--- src/include/knob_map.svh ---
// Constants for the knob decoder and LED panel
`ifndef KNOB_MAP_SVH
`define KNOB_MAP_SVH

// Clock period in ns, as run here
`define CLK_PERIOD_NS      40
// Contact must hold a level this long before it is believed
`define SETTLE_TIME_NS     1000000
`define SETTLE_CYCLES      (`SETTLE_TIME_NS / `CLK_PERIOD_NS)
`define SETTLE_CNT_W       16
// Indicator count
`define LED_COUNT          8
// Contact levels
`define CONTACT_CLOSED     1'b0
`define CONTACT_OPEN       1'b1

`endif

--- src/include/knob_pkg.sv ---
// Types for the knob decoder and LED panel
`default_nettype none
package knob_pkg;
    typedef enum logic [1:0] {
        AT_DETENT,
        LEAVING,
        MIDWAY,
        RETURNING
    } knob_state_t;
    typedef enum logic {
        DIR_CLOCKWISE,
        DIR_COUNTER
    } knob_dir_t;
endpackage
`default_nettype wire

--- src/hdl/contact_filter.sv ---
// Synchroniser and settle filter for one mechanical contact
`default_nettype none
`include "knob_map.svh"
module contact_filter #(
    parameter int unsigned SETTLE = `SETTLE_CYCLES
) (
    input  wire logic clock,
    input  wire logic rst_n,
    input  wire logic rawPin,
    output var  logic clean
);
    // ********************************
    // Two-stage synchroniser
    // ********************************
    logic                     syncFirst;
    logic                     syncSecond;
    logic [`SETTLE_CNT_W-1:0] settleCount;

    wire differs = syncSecond != clean;
    wire settled = settleCount == (`SETTLE_CNT_W)'(SETTLE - 1);

    always_ff @(posedge clock) begin
        if (!rst_n) begin
            syncFirst  <= `CONTACT_CLOSED;
            syncSecond <= `CONTACT_CLOSED;
        end else begin
            syncFirst  <= rawPin;
            syncSecond <= syncFirst;
        end
    end

    // ********************************
    // Settle counter
    // ********************************
    always_ff @(posedge clock) begin
        if (!rst_n) begin
            settleCount <= '0;
            clean       <= `CONTACT_CLOSED;
        end else if (!differs) begin
            settleCount <= '0;
        end else if (settled) begin
            settleCount <= '0;
            clean       <= syncSecond;
        end else begin
            settleCount <= settleCount + 1'b1;
        end
    end
endmodule // contact_filter
`default_nettype wire

--- src/hdl/knob_panel.sv ---
// Knob step decoder and eight-LED indicator driver
`default_nettype none
`include "knob_map.svh"
module knob_panel
    import knob_pkg::*;
#(
    parameter int unsigned SETTLE = `SETTLE_CYCLES
) (
    input  wire logic                  clock,
    input  wire logic                  rst_n,
    input  wire logic                  quadrature_contact_first,
    input  wire logic                  quadrature_contact_second,
    input  wire logic                  knob_press_input,
    input  wire logic [`LED_COUNT-1:0] ledRequest,
    output var  logic                  quadPullUpEnable,
    output var  logic                  pressPullDownEnable,
    output var  logic                  stepPulse,
    output var  logic                  stepCounter,
    output var  logic                  knobPressed,
    output var  logic [`LED_COUNT-1:0] ledDrive
);
    // ********************************
    // Declarations
    // ********************************
    logic        cleanFirst;
    logic        cleanSecond;
    logic        pressSyncFirst;
    logic        pressSyncSecond;
    knob_state_t state;
    knob_state_t next_state;
    knob_dir_t   leaveDir;
    knob_dir_t   next_leaveDir;

    // ********************************
    // Contact filtering
    // ********************************
    // Each contact has its own synchroniser and settle counter
    contact_filter #(.SETTLE(SETTLE)) filterFirst (
        .clock  (clock),
        .rst_n  (rst_n),
        .rawPin (quadrature_contact_first),
        .clean  (cleanFirst)
    );
    contact_filter #(.SETTLE(SETTLE)) filterSecond (
        .clock  (clock),
        .rst_n  (rst_n),
        .rawPin (quadrature_contact_second),
        .clean  (cleanSecond)
    );

    // ********************************
    // Quadrature decode
    // ********************************
    // Patterns of the filtered contacts; low means closed
    wire bothClosed = cleanFirst == `CONTACT_CLOSED
                   && cleanSecond == `CONTACT_CLOSED;
    wire bothOpen   = cleanFirst == `CONTACT_OPEN
                   && cleanSecond == `CONTACT_OPEN;
    wire onlyFirst  = cleanFirst == `CONTACT_OPEN
                   && cleanSecond == `CONTACT_CLOSED;
    wire onlySecond = cleanFirst == `CONTACT_CLOSED
                   && cleanSecond == `CONTACT_OPEN;
    // The contact that opened first also closes first on a full step
    wire towardNext  = leaveDir == DIR_COUNTER ? onlyFirst : onlySecond;
    wire towardStart = leaveDir == DIR_COUNTER ? onlySecond : onlyFirst;
    wire stepDone    = state == RETURNING && bothClosed;
    wire stepDirCcw  = leaveDir == DIR_COUNTER;

    // ********************************
    // Step decode
    // ********************************
    // A return along the leaving pattern means the knob went back
    always_comb begin
        next_state    = state;
        next_leaveDir = leaveDir;
        unique case (state)
            AT_DETENT: begin
                if (onlyFirst) begin
                    next_state    = LEAVING;
                    next_leaveDir = DIR_CLOCKWISE;
                end else if (onlySecond) begin
                    next_state    = LEAVING;
                    next_leaveDir = DIR_COUNTER;
                end
            end
            LEAVING: begin
                if (bothOpen) begin
                    next_state = MIDWAY;
                end else if (bothClosed) begin
                    next_state = AT_DETENT;
                end
            end
            MIDWAY: begin
                if (bothClosed) begin
                    next_state = AT_DETENT;
                end else if (towardNext) begin
                    next_state = RETURNING;
                end else if (towardStart) begin
                    next_state = LEAVING;
                end
            end
            RETURNING: begin
                if (bothClosed) begin
                    next_state = AT_DETENT;
                end else if (bothOpen) begin
                    next_state = MIDWAY;
                end else if (towardStart) begin
                    next_state = LEAVING;
                end
            end
        endcase
    end

    // ********************************
    // Step state
    // ********************************
    always_ff @(posedge clock) begin
        if (!rst_n) begin
            state <= AT_DETENT;
        end else begin
            state <= next_state;
        end
    end

    always_ff @(posedge clock) begin
        if (!rst_n) begin
            leaveDir <= DIR_CLOCKWISE;
        end else begin
            leaveDir <= next_leaveDir;
        end
    end

    // ********************************
    // Step outputs
    // ********************************
    // Direction is held between steps so a slow reader still sees it
    wire next_stepPulse   = stepDone;
    wire next_stepCounter = stepDone ? stepDirCcw : stepCounter;

    always_ff @(posedge clock) begin
        if (!rst_n) begin
            stepPulse <= 1'b0;
        end else begin
            stepPulse <= next_stepPulse;
        end
    end

    always_ff @(posedge clock) begin
        if (!rst_n) begin
            stepCounter <= 1'b0;
        end else begin
            stepCounter <= next_stepCounter;
        end
    end

    // ********************************
    // Knob press
    // ********************************
    // Two flops against metastability; no chatter filter on the press
    always_ff @(posedge clock) begin
        if (!rst_n) begin
            pressSyncFirst  <= 1'b0;
            pressSyncSecond <= 1'b0;
        end else begin
            pressSyncFirst  <= knob_press_input;
            pressSyncSecond <= pressSyncFirst;
        end
    end

    always_ff @(posedge clock) begin
        if (!rst_n) begin
            knobPressed <= 1'b0;
        end else begin
            knobPressed <= pressSyncSecond;
        end
    end

    // ********************************
    // Pull requests
    // ********************************
    wire                  next_quadPullUpEnable    = 1'b1;
    wire                  next_pressPullDownEnable = 1'b1;
    wire [`LED_COUNT-1:0] next_ledDrive            = ledRequest;

    always_ff @(posedge clock) begin
        if (!rst_n) begin
            quadPullUpEnable <= 1'b1;
        end else begin
            quadPullUpEnable <= next_quadPullUpEnable;
        end
    end

    always_ff @(posedge clock) begin
        if (!rst_n) begin
            pressPullDownEnable <= 1'b1;
        end else begin
            pressPullDownEnable <= next_pressPullDownEnable;
        end
    end

    // ********************************
    // Indicator drive
    // ********************************
    always_ff @(posedge clock) begin
        if (!rst_n) begin
            ledDrive <= '0;
        end else begin
            ledDrive <= next_ledDrive;
        end
    end
endmodule // knob_panel
`default_nettype wire

--- config.mk ---
export PLATFORM = sky130hd
export DESIGN_NAME = knob_panel
export DESIGN_NICKNAME = d
export VERILOG_FILES = /design/src/include/knob_pkg.sv /design/src/hdl/contact_filter.sv /design/src/hdl/knob_panel.sv
export VERILOG_INCLUDE_DIRS = /design/src /design/src/include
export SDC_FILE = /design/constraint.sdc
export NUM_CORES = 1
export LEC_CHECK = 0
export ABC_AREA = 1
export ABC_CLOCK_PERIOD_IN_PS = 1300
export BUFFER_PORTS_ARGS = -buffer_cell sky130_fd_sc_hd__buf_2
export CAP_MARGIN = 25
export CORE_UTILIZATION = 55
export CTS_BUF_LIST = sky130_fd_sc_hd__clkbuf_4 sky130_fd_sc_hd__clkbuf_8
export DETAILED_ROUTE_END_ITERATION = 8
export PLACE_DENSITY = 0.87
export SYNTH_ARGS = -nofsm -noshare
export SYNTH_HDL_FRONTEND = slang
export SYNTH_SLANG_ARGS = --single-unit
--- constraint.sdc ---
create_clock -name clock -period 1.3 [get_ports clock]
set_input_delay 0.13 -clock clock [delete_from_list [all_inputs] [get_ports clock]]
set_output_delay 0.13 -clock clock [all_outputs]
set_load 0.005 [all_outputs]
# ---- Yosys cells after proc, flatten, opt, wreduce, memory -nomap -nowiden
# Index checks and enable logic that the tools add are counted.
# Widths: inputs -> output; s select.
dict set report totals {
  register_bits 54
  out_inout_bits 13
  wordCells 59
  in_bits 13
}
dict set report classes {
  muxes 14
  add_sub_neg 2
  bitwise 5
  n_reduce_logical 13
  n_eq_ne 9
}
# op n
set ops {}
lappend ops {{$add 16x1->16 const B} 2}
lappend ops {{$eq 16x15->1 const B} 2}
lappend ops {{$mux 2} 9}
lappend ops {{$pmux 2 s4} 1}
lappend ops {{$reduce_and 2->1} 4}
lappend ops {{$ne 3x3->1 const B} 2}
lappend ops {{$reduce_or 3->1} 2}
lappend ops {{$logic_and 1x1->1} 5}
lappend ops {{$not 1->1} 5}
lappend ops {{$eq 2x2->1 const B} 2}
lappend ops {{$mux 1} 4}
lappend ops {{$eq 2x1->1 const B} 1}
lappend ops {{$logic_not 2->1} 1}
lappend ops {{$ne 1x1->1} 2}
lappend ops {{$reduce_bool 2->1} 1}

# ---- Logic depth before layout (Yosys ltp)
dict set report depth {
  word_depth 7
  depth_mapped 9
  depth_no_buf 9
}

# ---- Hierarchy
# From an unflattened synthesis, not the netlist that was laid out.
dict set report hier_totals {
  cells_unflattened 358
  hier_area_um2 2529.9
}
# module instances area_each_um2 cells_per_inst
set by_module_without_submodules {}
lappend by_module_without_submodules {contact_filter 2 917.1 134}
lappend by_module_without_submodules {knob_panel 1 695.7 90}

# ---- Worst setup path after synthesis
# OpenSTA, ideal clock, no wires.
dict set report synth_timing {
  path_kind {register to register}
  startpoint {register filterFirst.settleCount[0]}
  endpoint {register filterFirst.settleCount[5]}
  setup_time_ns 0.115
  path_slack_ns -0.013
  n_path_buf 1
  stages_incl_launch_ff 10
  arrival_time_ns 1.198
  required_time_ns 1.185
  path_cell_list {dfxtp_1 -> ha_1 -> inv_1 -> nor2_1 -> nand2_1 -> nor2_4 -> nand2_2 -> nand2_2 -> buf_12 -> nor2_2}
}
dict set report synth_via {
  elab_chain_len 2
  word_cells_on_any_way 3
}
# element line_no
set synth_rtl {}
lappend synth_rtl {{from (decl)} contact_filter.sv:17} ;# logic [`SETTLE_CNT_W-1:0] settleCount;
lappend synth_rtl {{from (signal assigned)} contact_filter.sv:45} ;# settleCount <= settleCount + 1'b1;
lappend synth_rtl {{parallel branches: the longest is 2 deep, another holds $add 16x1->16} -}
# Several ways; the timed one is not identified.
# A chain may end at the register's enable or synchronous reset.

# ---- Final worst setup path
dict set report layout_timing {
  startpoint {register filterSecond.settleCount[5]}
  endpoint {register filterSecond.settleCount[2]}
}
dict set report layout_via {
  elab_chain_len 2
}
# element line_no
set layout_rtl {}
lappend layout_rtl {{from (decl)} contact_filter.sv:17}
lappend layout_rtl {{from (signal assigned)} contact_filter.sv:45}
lappend layout_rtl {{$eq 16x15->1} contact_filter.sv:20} ;# wire settled = settleCount == (`SETTLE_CNT_W)'(SETTLE - 1);
lappend layout_rtl {{$reduce_or 3->1 (no source line)} -}
# Every way passes these cells.

==> reports/metrics.yaml <==
grt-ovfl-total: 0
core_sq_mm: 0.00444
seqCellArea_sq_mm: 0.00109
num_rows: 24
cts_sinks: 54
fin_util_pct: 73.7
wl_per_cell_um: 14.0
cts_buffers: 5
rsz0062_at_grt: "yes"
fin_crit_ps: 1410
start_util_pct: 58.6
finalSetupViolCount: 34
cts_htree_levels: 2
stdcell_count: 479
failed_checks: "negative setup slack"
drtAntennaViolNets: 0
slew_headroom_pct: 63.4
clockRootBuffer: "clkbuf_8"
drc: 0
max-vdd-ir-drop_mv: 0.794
met1_usage_pct: 30.0
worst_ep_arrival_time_ps: 1620
grt_max_degree: 18
syn_area_sq_mm: 0.00261
drtIter0Drc: 168
die_x_um: 70.8
vias: 2579
antenna_found_initial: 0
yosysUniqueCellTypes: 27
syn2layout_area_growth_pct: 25.7
clk_pin_slew_ps: 110
max_cap_violations: 0
crit_buf_inv: 1
p_per_area_mw_per_mm2: 923
total_power_mw: 3.02
hold_viol_final: 0
gp_congestion: 0.872
synth-edff-count: 0
io_buffers: 23
finalCritPeriodShare_pct: 108
drt_first_pass_iters: 7
antenna_cells: 0
worst_skew_pair.late_latency_ps: 320
finalMaxSlewViolations: 0
dp_hpwl_mm: 3.75
grt_usage_pct: 24.1
startpoint_type: "flop"
dieArea_sq_mm: 0.00502
drt-total-wl_mm: 6.69
cts_max_path_buffers: 2
drive_gt1_share_pct: 26.0
syn_avg_cell_area_sq_um: 6.91
met3_usage_pct: 5.56
crit_fanout: 7
worstSetupPathType: "reg2reg"
crit_required_ps: 1520
cp_top_family: "simple AND/OR/NAND/NOR gates"
cts_tree: "done"
dpl.cell_count: 459
yosysSeqAreaShare_pct: 41.5
grt_pass1_vias: 2256
async_flop_share_pct: 0
worstMarginPinSlew_ps: 549
post_drt_via_cell_ratio: 5.38
synth_ff_type: "dfxtp_1"
p_leak_nw: 1.37
num-fill-cells: 309
busiest_layer: "met2"
crit_chain: "inv_1 > nor2_1 > nand2_1 > nor2_1 > nand2_2 > nand2_4 > nor3_1"
yosysWarnings: 0
hp-class: "in2reg"
post-place-ws_ps: -24.7
grtUsageMet2_pct: 40.0
nets: 447
skew_ps: 12.8
cp_common_cell: "nor2_1"
critPathSlowestCell: "dfxtp_1"
worst_slack_ps: -106
run_status: "finished with violations"
multi_input_area_sq_mm: 0.00145
dieHeight_um: 70.8
cpPeakStageDelay_ps: 410
fmax_mhz: 711
critPathCaptureType: "flop"
grt_pass1_wl_mm: 9.59
syn_inst: 377
ys_seq_elements: 54
ios: 26
==> path summary, 6_finish.rpt <==
| check | start | to | slack [ps] | cells past startpoint |
|---|---|---|---|---|
| min | ledRequest[3] | ledDrive[3]$_SDFF_PN0_ | 10 | 3 |
| max | filterSecond.settleCount[5]$_SDFF_PP0_ | filterSecond.settleCount[2]$_SDFF_PP0_ | -110 | 7 |
| max reg2reg | filterSecond.settleCount[5]$_SDFF_PP0_ | filterSecond.settleCount[2]$_SDFF_PP0_ | -110 | 7 |
| min reg2reg | filterSecond.syncFirst$_SDFF_PN0_ | filterSecond.syncSecond$_SDFF_PN0_ | 430 | 2 |
==> timing repair <==
item | in CTS | in global routing
hold endpoints to repair | 8 | 0
gates resized for setup | 3 | 56
hold buffers | 8 | 0
endpoints found under the setup margin | 18 | 37
buffers inserted | 0 | 2
gates cloned | 0 | 2
pin swaps | 0 | 14
==> where the power goes <==
group	internal (mW)	switching, mW	total, mW	leakage (nW)
Sequential	1.68	0.00922	1.68	0.443
Clock	0.634	0.583	1.22	0.0618
Combinational	0.0577	0.0640	0.122	0.864
Total	2.37	0.656	3.02	1.37
==> synthesized netlist by cell type (2+ instances only) <==
library cell  number  area share, %
inv_1             64            9.2
nor3_1             2           0.38
xnor2_1            3            1.0
nor2_1            55            7.9
nand4_1            9            2.2
dfxtp_1           54             41
buf_4              2           0.58
nand2_2            6            1.4
a21oi_1           19            3.6
nor2_2            10            2.4
o21ai_0            8            1.5
xor2_1             3            1.0
nand2_1           93             13
ha_1               8            3.8
a21oi_2            4            1.3
nand3_1           26            5.0
==> state kept, by name, indices dropped and copies added, names as in the netlist, 2 cells and up <==
register / flops
filterFirst.settleCount: 16
ledDrive: 8
filterSecond.settleCount: 16
state: 2
==> routing by layer <==
metal / wire, um / vias to the layer above / part of all wire (%)
met3: 503 / 31 / 7.5
met1: 2680 / 1157 / 40
met4: 278 / 0 / 4.2
met5: 0 / - / 0
li1: - / 1247 / -
met2: 3230 / 144 / 48
==> layout by cell type, fill, tap and decap left out <==
cell	instances
buf_4	13
a21oi_2	17
xor2_1	2
dfxtp_2	8
clkbuf_8	6
nor2_4	10
clkinv_1	1
nor2_2	11
inv_2	4
nor2_1	45
o211ai_1	1
bufinv_16	1
nand3_1	26
dfxtp_4	1
nand3b_1	1
nand2_1	91
a21oi_1	6
inv_6	1
buf_6	1
nand2_8	3
o21ai_1	1
or2_2	1
conb_1	2
xnor2_1	3
o21ai_0	7
nand4_1	9
nor3_1	2
nand2_2	5
nand2_4	3
dlygate4sd3_1	8
ha_4	2
inv_1	60
ha_1	6
dfxtp_1	45
buf_2	23
xor2_2	1
==> kinds of logic after synthesis <==
group / count (synthesis) / share of synthesized area, %
simple gates: 205 / 34.1
compound gates: 32 / 6.82
flops: 54 / 41.5
fa+ha+maj: 8 / 3.84
buf+inv: 71 / 11.6
other cells: 1 / 0.144
xor+xnor: 6 / 2.02
==> worst reg2reg max path, delay by kind of cell, from the launching register on <==
kind	cells	cell delay [ps]
simple gates	6	800
buf+inv	1	90
flops	1	410
==> stage by stage <==
step / hold slack [ps] / setup TNS (ps) / instance area [sq um]
3_5_place_dp: 315 / -139 / 2830
2_1_floorplan: 228 / 0 / 2620
4_1_cts: 3.99 / 0 / 3040
3_3_place_gp: 313 / 0 / 2830
6_report: 11.2 / -1410 / 3280
5_1_grt: 12.7 / -3140 / 3280
==> final cells by class <==
cell class / instances / area share [%]
Sequential cell: 54 / 33.4
Tap cell: 52 / 1.99
Multi-Input combinational cell: 255 / 44.2
Clock buffer: 6 / 2.52
Inverter: 65 / 7.45
Timing Repair Buffer: 45 / 9.28
Clock inverter: 2 / 1.18
(Power assumes the default switching activity.)
